File: config.mk
export PLATFORM = sky130hd
export DESIGN_NAME = dtb_trigger
export DESIGN_NICKNAME = d
export VERILOG_FILES = /design/src/logic/dtb_pkg.sv /design/src/logic/dtb_trigger.sv
export VERILOG_INCLUDE_DIRS = /design/src /design/src/logic
export SDC_FILE = /design/constraint.sdc
export NUM_CORES = 1
export LEC_CHECK = 0
export BUFFER_PORTS_ARGS = -buffer_cell sky130_fd_sc_hd__buf_4
export CELL_PAD_IN_SITES_DETAIL_PLACEMENT = 0
export CELL_PAD_IN_SITES_GLOBAL_PLACEMENT = 1
export CORE_MARGIN = 8
export CORE_UTILIZATION = 47
export CTS_CLUSTER_SIZE = 8
export DETAILED_ROUTE_END_ITERATION = 6
export PLACE_DENSITY_LB_ADDON = 0.1
export SETUP_SLACK_MARGIN = 0.2
export SYNTH_ARGS = -nofsm -noshare
export SYNTH_HDL_FRONTEND = slang
export SYNTH_SLANG_ARGS = --single-unit
File: constraint.sdc
create_clock -name clk_in -period 5.6 [get_ports clk_in]
set_input_delay 0.56 -clock clk_in [delete_from_list [all_inputs] [get_ports clk_in]]
set_output_delay 0.56 -clock clk_in [all_outputs]
set_load 0.01 [all_outputs]
File: src/logic/dtb_params.svh
// Offsets, field positions, reset values and sizes of the debug trigger block
`ifndef DTB_PARAMS_SVH
`define DTB_PARAMS_SVH

// Register byte offsets
`define DTB_OFF_CONTROL 8'h00
`define DTB_OFF_TRIGGER 8'h04
`define DTB_OFF_STATUS 8'h08
`define DTB_OFF_COMP_A 8'h0C
`define DTB_OFF_COMP_B 8'h10
`define DTB_OFF_CAPT_INDEX 8'h14
`define DTB_OFF_CAPT_DATA 8'h18

// Control register fields
`define DTB_CTL_ENABLE 7
`define DTB_CTL_ARM 6
`define DTB_CTL_TAG 5
`define DTB_CTL_BRK 4
`define DTB_CTL_A_DIR_EN 3
`define DTB_CTL_A_DIR 2
`define DTB_CTL_B_DIR_EN 1
`define DTB_CTL_B_DIR 0

// Trigger register fields
`define DTB_TRG_QUAL 7
`define DTB_TRG_BEGIN 6
`define DTB_TRG_MODE_HI 3

// Status register fields
`define DTB_STS_A_FLAG 7
`define DTB_STS_B_FLAG 6
`define DTB_STS_ARMED 5

// Reset values
`define DTB_RST_CONTROL 8'h00
`define DTB_RST_TRIGGER 8'h00
`define DTB_RST_COMP 16'h0000

// Capture buffer and queue sizes
`define DTB_BUF_DEPTH 8
`define DTB_FULL_COUNT 4'h8
`define DTB_QUEUE_DEPTH 3

// Opcodes handed to the core; values are arbitrary
`define DTB_BG_OPCODE 8'h5A
`define DTB_SWI_OPCODE 8'hA5

`endif

File: src/logic/dtb_pkg.sv
// Types of the debug trigger block
package dtb_pkg;

   typedef enum logic [3:0] {
      MODE_A_ONLY = 4'h0,
      MODE_A_OR_B = 4'h1,
      MODE_A_THEN_B = 4'h2,
      MODE_EVENT_B = 4'h3,
      MODE_A_THEN_EVENT_B = 4'h4,
      MODE_A_AND_B_DATA = 4'h5,
      MODE_A_AND_NOT_B_DATA = 4'h6,
      MODE_INSIDE = 4'h7,
      MODE_OUTSIDE = 4'h8
   } dtb_mode_t;

   typedef enum logic [1:0] {
      ST_IDLE = 2'h0,
      ST_ARMED = 2'h1,
      ST_CAPTURE = 2'h2
   } dtb_state_t;

   typedef struct packed {
      logic valid;
      logic read;
      logic [15:0] addr;
      logic [7:0] rdata;
      logic [7:0] wdata;
   } dtb_bus_t;

   typedef struct packed {
      logic fetch;
      logic exec;
      logic flush;
   } dtb_queue_t;

   typedef struct packed {
      logic tag;
      logic force_req;
      logic [7:0] opcode;
   } dtb_break_t;

endpackage

File: src/logic/dtb_trigger.sv
// Debug trigger and breakpoint logic with APB register slave
//
// The placing of the registers and the APB register port were left to the implementer.
`timescale 1ns/10ps
`include "dtb_params.svh"

module dtb_trigger (
   // Clock and reset
   input wire logic clk_in,
   input wire logic rst_in,
   // APB slave
   input wire logic psel_in,
   input wire logic penable_in,
   input wire logic pwrite_in,
   input wire logic [7:0] paddr_in,
   input wire logic [31:0] pwdata_in,
   output logic [31:0] prdata_out,
   output logic pready_out,
   output logic pslverr_out,
   // Processor bus and instruction queue
   input wire dtb_pkg::dtb_bus_t bus_in,
   input wire dtb_pkg::dtb_queue_t queue_in,
   input wire logic [15:0] cof_addr_in,
   input wire logic cof_valid_in,
   // Serial debug controller
   input wire logic bdc_access_in,
   input wire logic background_permit_in,
   // Breakpoint requests to the core
   output dtb_pkg::dtb_break_t break_out
);

   logic [7:0] debug_control_reg;
   logic [7:0] trigger_control_reg;
   logic [15:0] comp_a_reg;
   logic [15:0] comp_b_reg;
   logic [2:0] capt_index_reg;
   logic comp_a_match_flag_reg;
   logic comp_b_match_flag_reg;
   logic [3:0] stored_word_count_reg;
   logic [2:0] wptr_reg;
   logic a_seen_reg;
   logic [31:0] prdata_reg;
   logic [15:0] buf_reg [`DTB_BUF_DEPTH];
   dtb_pkg::dtb_state_t state_reg;
   dtb_pkg::dtb_break_t break_reg;
   logic [`DTB_QUEUE_DEPTH-1:0] trk_bits_reg [2];
   logic [1:0] trk_cnt_reg [2];
   logic [`DTB_QUEUE_DEPTH-1:0] trk_bits_next [2];
   logic [1:0] trk_cnt_next [2];

   // APB decode
   logic wr_en;
   logic rd_setup;
   logic mapped;
   logic ctl_write;
   logic arm_start;
   logic run_stop;
   assign wr_en = psel_in && penable_in && pwrite_in;
   assign rd_setup = psel_in && !penable_in && !pwrite_in;
   assign mapped = paddr_in inside {`DTB_OFF_CONTROL, `DTB_OFF_TRIGGER, `DTB_OFF_STATUS, `DTB_OFF_COMP_A,
                                    `DTB_OFF_COMP_B, `DTB_OFF_CAPT_INDEX, `DTB_OFF_CAPT_DATA};
   assign pready_out = 1'b1;
   assign pslverr_out = psel_in && penable_in && !mapped;
   assign prdata_out = prdata_reg;
   assign ctl_write = wr_en && (paddr_in == `DTB_OFF_CONTROL);
   assign arm_start = ctl_write && pwdata_in[`DTB_CTL_ARM] && pwdata_in[`DTB_CTL_ENABLE];
   assign run_stop = ctl_write && !(pwdata_in[`DTB_CTL_ARM] && pwdata_in[`DTB_CTL_ENABLE]);

   // Control field views
   dtb_pkg::dtb_mode_t mode;
   logic module_enable;
   logic tag_select;
   logic breakpoint_enable;
   logic comp_a_dir_enable;
   logic comp_a_dir_value;
   logic comp_b_dir_enable;
   logic comp_b_dir_value;
   logic opcode_qualify_select;
   logic begin_select;
   logic event_mode;
   logic full_mode;
   logic begin_type;
   assign mode = dtb_pkg::dtb_mode_t'(trigger_control_reg[`DTB_TRG_MODE_HI:0]);
   assign module_enable = debug_control_reg[`DTB_CTL_ENABLE];
   assign tag_select = debug_control_reg[`DTB_CTL_TAG];
   assign breakpoint_enable = debug_control_reg[`DTB_CTL_BRK];
   assign comp_a_dir_enable = debug_control_reg[`DTB_CTL_A_DIR_EN];
   assign comp_a_dir_value = debug_control_reg[`DTB_CTL_A_DIR];
   assign comp_b_dir_enable = debug_control_reg[`DTB_CTL_B_DIR_EN];
   assign comp_b_dir_value = debug_control_reg[`DTB_CTL_B_DIR];
   assign opcode_qualify_select = trigger_control_reg[`DTB_TRG_QUAL];
   assign begin_select = trigger_control_reg[`DTB_TRG_BEGIN];
   assign event_mode = (mode == dtb_pkg::MODE_EVENT_B) || (mode == dtb_pkg::MODE_A_THEN_EVENT_B);
   assign full_mode = (mode == dtb_pkg::MODE_A_AND_B_DATA) || (mode == dtb_pkg::MODE_A_AND_NOT_B_DATA);
   assign begin_type = begin_select || event_mode;

   // Comparators
   logic cmp_on;
   logic dir_a_ok;
   logic dir_b_ok;
   logic a_hit;
   logic b_hit;
   logic [7:0] cmp_data;
   logic b_data;
   logic prim_a;
   assign cmp_on = bus_in.valid && module_enable && !bdc_access_in;
   assign dir_a_ok = !comp_a_dir_enable || (bus_in.read == comp_a_dir_value);
   assign dir_b_ok = !comp_b_dir_enable || (bus_in.read == comp_b_dir_value);
   assign a_hit = cmp_on && (bus_in.addr == comp_a_reg) && dir_a_ok;
   assign b_hit = cmp_on && (bus_in.addr == comp_b_reg) && dir_b_ok;
   assign cmp_data = (comp_a_dir_enable && !comp_a_dir_value) ? bus_in.wdata : bus_in.rdata;
   assign b_data = (cmp_data == comp_b_reg[7:0]);

   always_comb begin
      case (mode)
         dtb_pkg::MODE_A_AND_B_DATA: prim_a = a_hit && b_data;
         dtb_pkg::MODE_A_AND_NOT_B_DATA: prim_a = a_hit && !b_data;
         dtb_pkg::MODE_INSIDE: prim_a = cmp_on && dir_a_ok && (bus_in.addr >= comp_a_reg) &&
                                       (bus_in.addr <= comp_b_reg);
         dtb_pkg::MODE_OUTSIDE: prim_a = cmp_on && dir_a_ok && ((bus_in.addr < comp_a_reg) ||
                                        (bus_in.addr > comp_b_reg));
         default: prim_a = a_hit;
      endcase
   end

   // Opcode tracking, one queue per comparator
   logic [1:0] trk_mark;
   logic [1:0] trk_hit;
   assign trk_mark = {b_hit, prim_a} & {2{queue_in.fetch}};

   genvar gi;
   generate
      for (gi = 0; gi < 2; gi++) begin : g_track
         logic [1:0] cnt_tmp;
         logic [`DTB_QUEUE_DEPTH-1:0] bits_tmp;
         assign trk_hit[gi] = queue_in.exec && (trk_cnt_reg[gi] != 2'h0) && trk_bits_reg[gi][0];
         always_comb begin
            bits_tmp = trk_bits_reg[gi];
            cnt_tmp = trk_cnt_reg[gi];
            if (queue_in.exec && (cnt_tmp != 2'h0)) begin
               bits_tmp = bits_tmp >> 1;
               cnt_tmp = cnt_tmp - 2'h1;
            end
            if (queue_in.flush) begin
               bits_tmp = '0;
               cnt_tmp = 2'h0;
            end
            if (queue_in.fetch && (cnt_tmp < 2'(`DTB_QUEUE_DEPTH))) begin
               bits_tmp[cnt_tmp] = trk_mark[gi];
               cnt_tmp = cnt_tmp + 2'h1;
            end
            trk_bits_next[gi] = bits_tmp;
            trk_cnt_next[gi] = cnt_tmp;
         end
         always_ff @(posedge clk_in or posedge rst_in) begin
            if (rst_in) begin
               trk_bits_reg[gi] <= '0;
               trk_cnt_reg[gi] <= 2'h0;
            end else begin
               trk_bits_reg[gi] <= trk_bits_next[gi];
               trk_cnt_reg[gi] <= trk_cnt_next[gi];
            end
         end
      end
   endgenerate

   // Trigger selection per mode
   function automatic logic trig_of(input dtb_pkg::dtb_mode_t m, input logic a, input logic b,
                                    input logic seen);
      case (m)
         dtb_pkg::MODE_A_ONLY: trig_of = a;
         dtb_pkg::MODE_A_OR_B: trig_of = a || b;
         dtb_pkg::MODE_A_THEN_B: trig_of = b && seen;
         dtb_pkg::MODE_EVENT_B: trig_of = b;
         dtb_pkg::MODE_A_THEN_EVENT_B: trig_of = b && seen;
         dtb_pkg::MODE_A_AND_B_DATA, dtb_pkg::MODE_A_AND_NOT_B_DATA, dtb_pkg::MODE_INSIDE,
            dtb_pkg::MODE_OUTSIDE: trig_of = a;
         default: trig_of = 1'b0;
      endcase
   endfunction

   logic qa;
   logic qb;
   logic armed;
   logic trigger;
   logic tag_cond;
   assign qa = opcode_qualify_select ? (trk_hit[0] && !bdc_access_in) : prim_a;
   assign qb = opcode_qualify_select ? (trk_hit[1] && !bdc_access_in) : b_hit;
   assign armed = (state_reg != dtb_pkg::ST_IDLE);
   assign trigger = armed && trig_of(mode, qa, qb, a_seen_reg);
   assign tag_cond = armed && queue_in.fetch && trig_of(mode, full_mode ? a_hit : prim_a, b_hit, a_seen_reg);

   // Register writes
   always_ff @(posedge clk_in or posedge rst_in) begin
      if (rst_in) begin
         debug_control_reg <= `DTB_RST_CONTROL;
         trigger_control_reg <= `DTB_RST_TRIGGER;
         comp_a_reg <= `DTB_RST_COMP;
         comp_b_reg <= `DTB_RST_COMP;
         capt_index_reg <= 3'h0;
      end else if (wr_en) begin
         case (paddr_in)
            `DTB_OFF_CONTROL: debug_control_reg <= pwdata_in[7:0];
            `DTB_OFF_TRIGGER: trigger_control_reg <= pwdata_in[7:0];
            `DTB_OFF_COMP_A: comp_a_reg <= pwdata_in[15:0];
            `DTB_OFF_COMP_B: comp_b_reg <= pwdata_in[15:0];
            `DTB_OFF_CAPT_INDEX: capt_index_reg <= pwdata_in[2:0];
            default: ;
         endcase
      end
   end

   // Read data, captured in the setup cycle
   always_ff @(posedge clk_in or posedge rst_in) begin
      if (rst_in) begin
         prdata_reg <= 32'h0000_0000;
      end else if (rd_setup) begin
         case (paddr_in)
            `DTB_OFF_CONTROL: prdata_reg <= {24'h00_0000, debug_control_reg};
            `DTB_OFF_TRIGGER: prdata_reg <= {24'h00_0000, trigger_control_reg};
            `DTB_OFF_STATUS: prdata_reg <= {24'h00_0000, comp_a_match_flag_reg, comp_b_match_flag_reg, armed,
                                            1'b0, stored_word_count_reg};
            `DTB_OFF_COMP_A: prdata_reg <= {16'h0000, comp_a_reg};
            `DTB_OFF_COMP_B: prdata_reg <= {16'h0000, comp_b_reg};
            `DTB_OFF_CAPT_INDEX: prdata_reg <= {29'h0000_0000, capt_index_reg};
            `DTB_OFF_CAPT_DATA: prdata_reg <= {16'h0000, buf_reg[capt_index_reg]};
            default: prdata_reg <= 32'h0000_0000;
         endcase
      end
   end

   // Run sequencer
   logic store_en;
   logic [15:0] store_word;
   logic buf_full_next;
   assign store_word = event_mode ? {8'h00, cmp_data} : cof_addr_in;
   always_comb begin
      store_en = 1'b0;
      if (event_mode) begin
         store_en = (state_reg == dtb_pkg::ST_ARMED) && trigger;
      end else if (cof_valid_in) begin
         store_en = (state_reg == dtb_pkg::ST_CAPTURE) ||
                    ((state_reg == dtb_pkg::ST_ARMED) && !begin_type);
      end
   end
   assign buf_full_next = store_en && (stored_word_count_reg == `DTB_FULL_COUNT - 4'h1);

   always_ff @(posedge clk_in or posedge rst_in) begin
      if (rst_in) begin
         state_reg <= dtb_pkg::ST_IDLE;
      end else if (arm_start) begin
         state_reg <= dtb_pkg::ST_ARMED;
      end else if (run_stop) begin
         state_reg <= dtb_pkg::ST_IDLE;
      end else begin
         case (state_reg)
            dtb_pkg::ST_ARMED: begin
               if (event_mode) begin
                  if (buf_full_next) begin
                     state_reg <= dtb_pkg::ST_IDLE;
                  end
               end else if (trigger) begin
                  state_reg <= begin_type ? dtb_pkg::ST_CAPTURE : dtb_pkg::ST_IDLE;
               end
            end
            dtb_pkg::ST_CAPTURE: begin
               if (buf_full_next) begin
                  state_reg <= dtb_pkg::ST_IDLE;
               end
            end
            default: state_reg <= dtb_pkg::ST_IDLE;
         endcase
      end
   end

   // Capture buffer, pointer and count
   always_ff @(posedge clk_in or posedge rst_in) begin
      if (rst_in) begin
         wptr_reg <= 3'h0;
         stored_word_count_reg <= 4'h0;
      end else if (arm_start) begin
         wptr_reg <= 3'h0;
         stored_word_count_reg <= 4'h0;
      end else if (store_en) begin
         wptr_reg <= wptr_reg + 3'h1;
         if (stored_word_count_reg != `DTB_FULL_COUNT) begin
            stored_word_count_reg <= stored_word_count_reg + 4'h1;
         end
      end
   end

   always_ff @(posedge clk_in) begin
      if (store_en) begin
         buf_reg[wptr_reg] <= store_word;
      end
   end

   // Match flags and sequence memory
   always_ff @(posedge clk_in or posedge rst_in) begin
      if (rst_in) begin
         comp_a_match_flag_reg <= 1'b0;
         comp_b_match_flag_reg <= 1'b0;
         a_seen_reg <= 1'b0;
      end else if (arm_start) begin
         comp_a_match_flag_reg <= 1'b0;
         comp_b_match_flag_reg <= 1'b0;
         a_seen_reg <= 1'b0;
      end else if (armed) begin
         if (qa) begin
            comp_a_match_flag_reg <= 1'b1;
            a_seen_reg <= 1'b1;
         end
         if (qb) begin
            comp_b_match_flag_reg <= 1'b1;
         end
      end
   end

   // Breakpoint requests
   always_ff @(posedge clk_in or posedge rst_in) begin
      if (rst_in) begin
         break_reg <= '0;
      end else begin
         break_reg.tag <= breakpoint_enable && tag_select && tag_cond;
         break_reg.force_req <= breakpoint_enable && !tag_select && trigger;
         break_reg.opcode <= background_permit_in ? `DTB_BG_OPCODE : `DTB_SWI_OPCODE;
      end
   end
   assign break_out = break_reg;
endmodule

==> impl_metrics.csv, run 1 <==
group,metric,value,unit
timing,fin_crit,3.788,ns
cells_and_area,fillers,2028,
synthesis,ys.warnings.count,0,
cells_and_area,largest_reg_flops,128,
clock_tree,clk_latency,0.55,ns
timing,fin_skew,0.01041,ns
clock_tree,cts_hold_buf,0,
global_route,grt_pass1_wl,43150,um
worst_setup_path,worstSetupStartpointType,"flip-flop",
synthesis,synth_area_per_cell,12.75,um2
clock_tree,cts_sinks,220,
synthesis,synth_seq_cells,220,
clock_tree,clock_path_buffers,3,
clock_tree,path_clk_slew,0.05,ns
timing,rsz0062_at_grt,"false",
die,rows,56,
cells_and_area,drive_above_1_share,26.69,%
cells_and_area,nets,1134,
die,initial_core_util,47.62,%
timing,hold_viol_final,0,
job,max_cap_viol_count,0,
timing,setup_tns,0,ns
timing,finalMaxSlewViolations,0,
die,coreArea,23400,um2
power_and_ir_drop,p_leak,0.005236,uW
power_and_ir_drop,vdd_drop_max,256.1,uV
synthesis,synth_edf_count,128,
clock_tree,ctsResizeCount,0,
worst_setup_path,crit_fanout,16,
routing,detail-route-antenna-nets,0,
die,die_h,170.0,um
timing,maxSlewHeadroom,36.72,%
worst_setup_path,arrival,4.01,ns
synthesis,synth_cell_types,60,
place,io_buffers,111,
worst_setup_path,worstSetupEndpointType,"flip-flop",
timing,holdWs,0.007583,ns
routing,vias,7143,
clock_tree,cts_htree_levels,1,
timing,period_share,67.64,%
synthesis,syn_inst,874,
cells_and_area,syn_to_final_growth,17.90,%
routing,wl,27860,um
die,dieArea,28890,um2
die,ios,145,
power_and_ir_drop,power_density,297.0,nW/um2
routing,drt-pass1-iter-count,5,
timing,tightestPinTransition,0.9492,ns
cells_and_area,n_antenna_cell,0,
outcome,status,"completed",
clock_tree,ctsRootBufferMaster,"clkbuf_16",
global_route,track_usage,19.32,%
global_route,grt_pass1_vias,7369,
worst_setup_path,path_class,"reg2reg",
clock_tree,cts_tree,"yes",
routing,viasPerCell,5.399,
timing,finalSetupViolations,0,
timing,fmaxAchievable,264.0,MHz
worst_setup_path,rrSetupSlack,1.81,ns
place,gp_congestion,0.8111,
worst_setup_path,required,5.82,ns
synthesis,synth_flop_cell,"edfxtp_1",
routing,wl_per_cell,21.05,um
global_route,grt_start_max_net_pins,64,
routing,drtIter0Drc,447,
clock_tree,post-cts-setup-buffer-count,0,
routing,drc_errors,0,
synthesis,ys_seq_area_share,55.15,%
synthesis,async_flop_share,41.82,%
synthesis,syn-cell-area,11140,um2
worst_hold_path,holdCritPathClass,"in2async",
die,die_x,170.0,um
place,hpwl,19970,um
global_route,overflow,0,
clock_tree,cts_buffers,31,
global_route,antenna_found_initial,0,
==> synthesized netlist by cell type, drive strengths merged (5+ instances only) <==
cell type  number  area (um2)
a211oi          5       37.54
mux2           56       630.6
edfxtp        128        3844
nor2b          20       125.1
mux2i          38       380.4
nand3           7       35.03
mux4           32       720.7
a221oi         11       96.34
nand2          30       112.6
buf            41       254.0
dfrtp          92        2302
ha             48       600.6
nor3b           8       60.06
o211ai          7       52.55
nor2           88       330.3
inv            54       202.7
a21oi          53       265.3
clkbuf         21       78.83
o21ai          16       95.10
nand4          13       81.33
nand2b          7       43.79
nor3           10       60.06
xor2           14       122.6
xnor2          12       105.1
==> metal layers <==
metal / track usage (%) / up-vias / share of wire (%)
met3: 3.614 / 33 / 6.0
met5: 0 / - / 0
met4: 3.928 / 0 / 1.4
li1: - / 3407 / -
met1: 27.27 / 3517 / 47
met2: 30.79 / 186 / 46
==> critical path, cell delays in order (launching register included) <==
cell and delay (ns):
dfrtp_1 0.54, inv_1 0.08, ha_1 0.30, nand4_1 0.15, or4_1 0.65, o31a_1 0.38, nor3_2 0.23, nand4_1 0.18
o21ai_4 0.21, nand2_1 0.22, nor3b_2 0.21, buf_4 0.31
==> through the flow <==
stage	instances	worst slack (ns)	area, um2	total power [uW]	util (%)
floorplan	889	1.324	11200	2056	-
global placement	1271	1.643	12250	2206	52.33
detailed placement	1271	1.618	12250	2211	52.33
CTS	1323	1.801	13140	3941	56.14
global route	1323	1.618	13140	4061	56.14
finish	1323	1.812	13140	3902	56.14
==> power breakdown <==
part,total (uW),leakage [uW],switching [uW],internal (uW)
Combinational,385,0.00242,217,168
Clock,1730,0.000427,678,1050
Sequential,1790,0.00239,27.9,1760
==> placed cells by master, fill, tap and decap left out, types with 32 or more instances in the layout <==
cell / instances
mux4_2: 32
nor2_1: 87
dfrtp_1: 91
mux2i_1: 38
clkbuf_16: 32
buf_4: 125
ha_1: 48
inv_1: 53
a21oi_1: 53
edfxtp_1: 128
mux2_2: 56
==> logic make-up (layout without fill, tap and decap cells) <==
| kind of cell | count (synthesis) | in the layout | synth area share [%] |
|---|---|---|---|
| mux | 126 | 126 | 15.54 |
| other cells | 2 | 17 | 0.06739 |
| flops | 220 | 220 | 55.15 |
| fa+ha+maj | 48 | 48 | 5.389 |
| simple gates | 208 | 208 | 9.195 |
| compound gates | 128 | 128 | 7.814 |
| xor+xnor | 26 | 26 | 2.043 |
| buf+inv | 116 | 231 | 4.805 |
==> path summary, 6_finish.rpt <==
| check | endpoint | cells past startpoint | from |
|---|---|---|---|
| worst max-delay path | buf_reg[5][11] | 11 | comp_b_reg[5] |
| worst min-delay path | prdata_out[12] | 2 | rst_in |
| worst max register to register | buf_reg[5][11] | 11 | comp_b_reg[5] |
| worst min register to register | trigger_control_reg[5] | 1 | trigger_control_reg[5] |
| max in group asynchronous | break_out[9] | 3 | rst_in |
| min in group clk_in | break_out[6] | 1 | background_permit_in |
==> area by class of cell <==
cell class | count | area [um2] | share of cell area (%)
Sequential cell | 220 | 6147 | 46.79
Multi-Input combinational cell | 553 | 4557 | 34.68
Timing Repair Buffer | 125 | 938.4 | 7.142
Clock buffer | 51 | 872.1 | 6.637
Tap cell | 319 | 399.1 | 3.038
Inverter | 54 | 205.2 | 1.562
Clock inverter | 1 | 20.02 | 0.1524
Note: power is estimated with default switching activity, not from simulation.
==> inputs of run 2 (changes only) <==
--- a/config.mk
+++ b/config.mk
@@ -6,11 +6,12 @@
 export SDC_FILE = /design/constraint.sdc
 export NUM_CORES = 1
 export LEC_CHECK = 0
+export ABC_AREA = 1
 export BUFFER_PORTS_ARGS = -buffer_cell sky130_fd_sc_hd__buf_4
 export CELL_PAD_IN_SITES_DETAIL_PLACEMENT = 0
 export CELL_PAD_IN_SITES_GLOBAL_PLACEMENT = 1
 export CORE_MARGIN = 8
-export CORE_UTILIZATION = 47
+export CORE_UTILIZATION = 40
 export CTS_CLUSTER_SIZE = 8
 export DETAILED_ROUTE_END_ITERATION = 6
 export PLACE_DENSITY_LB_ADDON = 0.1
==> constraint.sdc (replaced) <==
create_clock -name clk_in -period 3.3 [get_ports clk_in]
set_input_delay 0.33 -clock clk_in [delete_from_list [all_inputs] [get_ports clk_in]]
set_output_delay 0.33 -clock clk_in [all_outputs]
set_load 0.01 [all_outputs]
==> run 2 against run 1 <==
  * Cell count is 28% higher
  * Wire length rose by 17%
  * Sequential share of layout area fell by 1.7 points
  * Clock-buffer cell count is 4 lower
  * Synthesized cell count grew 35%
  * Global-route usage increased by 0.14 points
  * Power grew 68%
  * Clock skew is 0.00076 ns higher
  * Critical path depth rose by 7
  * Utilization shrank 5.6 points
==> impl_metrics.csv, run 2 <==
group,metric,value,unit
synthesis,ys_seq_area_share,55.88,%
worst_setup_path,worstSetupStartpointType,"flip-flop",
global_route,antenna_found_initial,1,
cells_and_area,layout_common_cells,"nand2_1 (216), buf_4 (160), o21ai_0 (138)",
power_and_ir_drop,p_seq_share,45.9,%
cells_and_area,fin_util,50.58,%
synthesis,synth_edf_count,128,
cells_and_area,fin_area,13630,um2
clock_tree,cts_htree_levels,1,
place,pre_cts_ws,0.1978,ns
synthesis,synth_most_common_cell,"nand2_1",
cells_and_area,drive_above_1_share,19.35,%
timing,holdWs,0.04659,ns
die,coreArea,26950,um2
clock_tree,cts_buffers,31,
power_and_ir_drop,p_leak,0.005754,uW
clock_tree,cts_sinks,220,
worst_setup_path,required,3.57,ns
routing,vias,8765,
clock_tree,clock_path_buffers,3,
routing,viasPerCell,5.171,
timing,finalSetupViolations,0,
worst_hold_path,holdPathStages,3,
routing,drtIter0Drc,544,
cells_and_area,nets,1487,
worst_setup_path,rr_startpoint,"comp_a_reg[13]",
timing,fmaxAchievable,335.0,MHz
global_route,grt_pass1_vias,8785,
global_route,track_usage,19.46,%
cells_and_area,syn_to_final_growth,23.95,%
worst_hold_path,holdCritPathClass,"in2reg",
place,hpwl,23510,um
place,place_area,12430,um2
die,dieArea,33060,um2
outcome,status,"completed",
routing,detail-route-antenna-nets,0,
clock_tree,cts_tree,"yes",
timing,tightestPinTransition,0.7925,ns
die,ios,145,
cells_and_area,n_antenna_cell,0,
place,gp_congestion,0.8218,
clock_tree,path_clk_slew,0.05,ns
global_route,use_met3,3.094,%
die,rows,60,
synthesis,yosysTopAreaCell,"edfxtp_1",
synthesis,synthTopCellsByCount,"nand2_1 (231), nor2_1 (141), o21ai_0 (140)",
worst_setup_path,arrival,3.26,ns
power_and_ir_drop,p_comb_share,9.1,%
global_route,grt_start_max_net_pins,57,
timing,period_share,90.46,%
worst_hold_path,worstHoldEndpoint,"comp_a_reg[11]",
synthesis,synth_seq_cells,220,
power_and_ir_drop,vdd_drop_max,316.1,uV
timing,maxSlewHeadroom,46.84,%
worst_setup_path,regToRegEndpoint,"buf_reg[4][2]",
synthesis,yosys.area.top_type_share,34.95,%
cells_and_area,fillers,2529,
synthesis,async_flop_share,41.82,%
routing,wl,32630,um
synthesis,synth_area_leaders,"edfxtp_1 (35%), dfrtp_1 (21%), nand2_1 (7.9%)",
worst_setup_path,crit_fanout,8,
timing,fin_crit,2.985,ns
cells_and_area,largest_reg_flops,128,
timing,rsz0062_at_grt,"true",
global_route,grt.met1_usage,24.74,%
power_and_ir_drop,power.switching,1538,uW
power_and_ir_drop,pwr-share-clk,45.0,%
timing,setup_slack,0.3149,ns
power_and_ir_drop,power_density,479.8,nW/um2
worst_setup_path,path_class,"reg2reg",
die,initial_core_util,40.81,%
timing,fin_skew,0.01118,ns
synthesis,ys.warnings.count,0,
power_and_ir_drop,switching_share,23.52,%
synthesis,syn-cell-area,11000,um2
synthesis,syn_inst,1183,
timing,finalMaxSlewViolations,0,
global_route,overflow,0,
synthesis,synth_area_per_cell,9.297,um2
worst_setup_path,rrSetupSlack,0.31,ns
routing,wl_per_cell,19.25,um
worst_hold_path,hold_path_startpoint,"pwdata_in[11]",
cells_and_area,final_common_cell,"nand2_1",
clock_tree,clk_latency,0.56,ns
synthesis,synth_cell_types,39,
place,io_buffers,111,
routing,drc_errors,0,
clock_tree,ctsRootBufferMaster,"clkbuf_16",
die,die_h,181.8,um
global_route,grt_pass1_wl,50200,um
timing,hold_viol_final,0,
worst_setup_path,worstRegToRegCells,18,
timing,setup_tns,0,ns
global_route,use_met2,33.67,%
power_and_ir_drop,intPower,5003,uW
worst_setup_path,worstSetupEndpointType,"flip-flop",
die,die_x,181.8,um
routing,drt-pass1-iter-count,5,
synthesis,synth_flop_cell,"edfxtp_1",
job,max_cap_viol_count,0,
global_route,top_usage_layer,"met2",
## run 2: changes by cell type after synthesis, moves of 38 or more
cell,before,now
mux2_2,56,0
nor2_1,88,141
inv_1,54,123
mux2i_1,38,0
nand2_1,30,231
o21ai_0,14,140
## run 2: critical path, cell delays in order, from the launching register on
cell and delay [ns]:
dfrtp_1 0.39, inv_2 0.06, ha_4 0.28, nand2_4 0.06, nor4_4 0.23, buf_4 0.17
nand4_1 0.11, nor2_1 0.16, nand2_1 0.08, nand3_2 0.07, nand3_2 0.07, nand2_2 0.08
nand2_2 0.05, nand2_2 0.09, nand3_2 0.08, nand2_4 0.13, inv_8 0.06, nor3_4 0.27
clkbuf_16 0.24
## run 2: final cells by class
class	count	area, um2	area share, %
clock inverters	2	50.05	0.3671
multi-input cells	785	4303	31.57
clock buffers	47	835.8	6.131
inverters	130	500.5	3.671
repair buffers	170	1369	10.04
flip-flops and latches	220	6147	45.09
well taps	341	426.7	3.130
## run 2: through the flow
| step | instances | power (uW) |
|---|---|---|
| floorplan | 1198 | 3409 |
| global placement | 1634 | 3622 |
| detailed placement | 1634 | 3631 |
| CTS | 1685 | 6597 |
| global route | 1695 | 6824 |
| finish | 1695 | 6541 |
## run 2: how the worst max path moves through the flow
stage / from / to / depth (start not counted)
after floorplan: comp_a_reg[15] / buf_reg[4][0] / 16
after global routing: comp_a_reg[8] / buf_reg[4][6] / 18
after CTS: comp_a_reg[13] / buf_reg[1][5] / 18
after global placement: bus_in[31] / buf_reg[3][9] / 16
final: comp_a_reg[13] / buf_reg[4][2] / 18
after detailed placement: bus_in[31] / buf_reg[3][9] / 16
## run 2: logic make-up (layout without fill, tap and decap cells)
group | count (synthesis) | after routing | synth area share [%]
simple gates | 452 | 452 | 16.79
buf+inv | 193 | 349 | 7.440
xor+xnor | 3 | 3 | 0.2390
compound gates | 265 | 265 | 14.12
other cells | 2 | 17 | 0.06828
flops | 220 | 220 | 55.88
fa+ha+maj | 48 | 48 | 5.461
## run 2: routing by layer
layer / vias to the layer above / routed length, um
li1: 4325 / -
met1: 4188 / 14210
met2: 194 / 16000
met3: 56 / 1603
met4: 2 / 801
met5: - / 13
## run 2: power groups by stage
stage / clock network [uW] / logic, uW / registers [uW]
after floorplan: 0 / 359 / 3050
after global placement: 0 / 568 / 3050
after detailed placement: 0 / 577 / 3050
after CTS: 3010 / 581 / 3000
after global routing: 3130 / 688 / 3010
final: 2940 / 594 / 3000
## run 2: timing repair
action / CTS / global route
hold buffers: 2 / 0
pin swaps: 0 / 11
setup buffers: 0 / 9
gates resized for setup: 1 / 51
endpoints found under the hold margin: 57 / 0
endpoints found under the setup margin: 34 / 128
cloned: 0 / 1
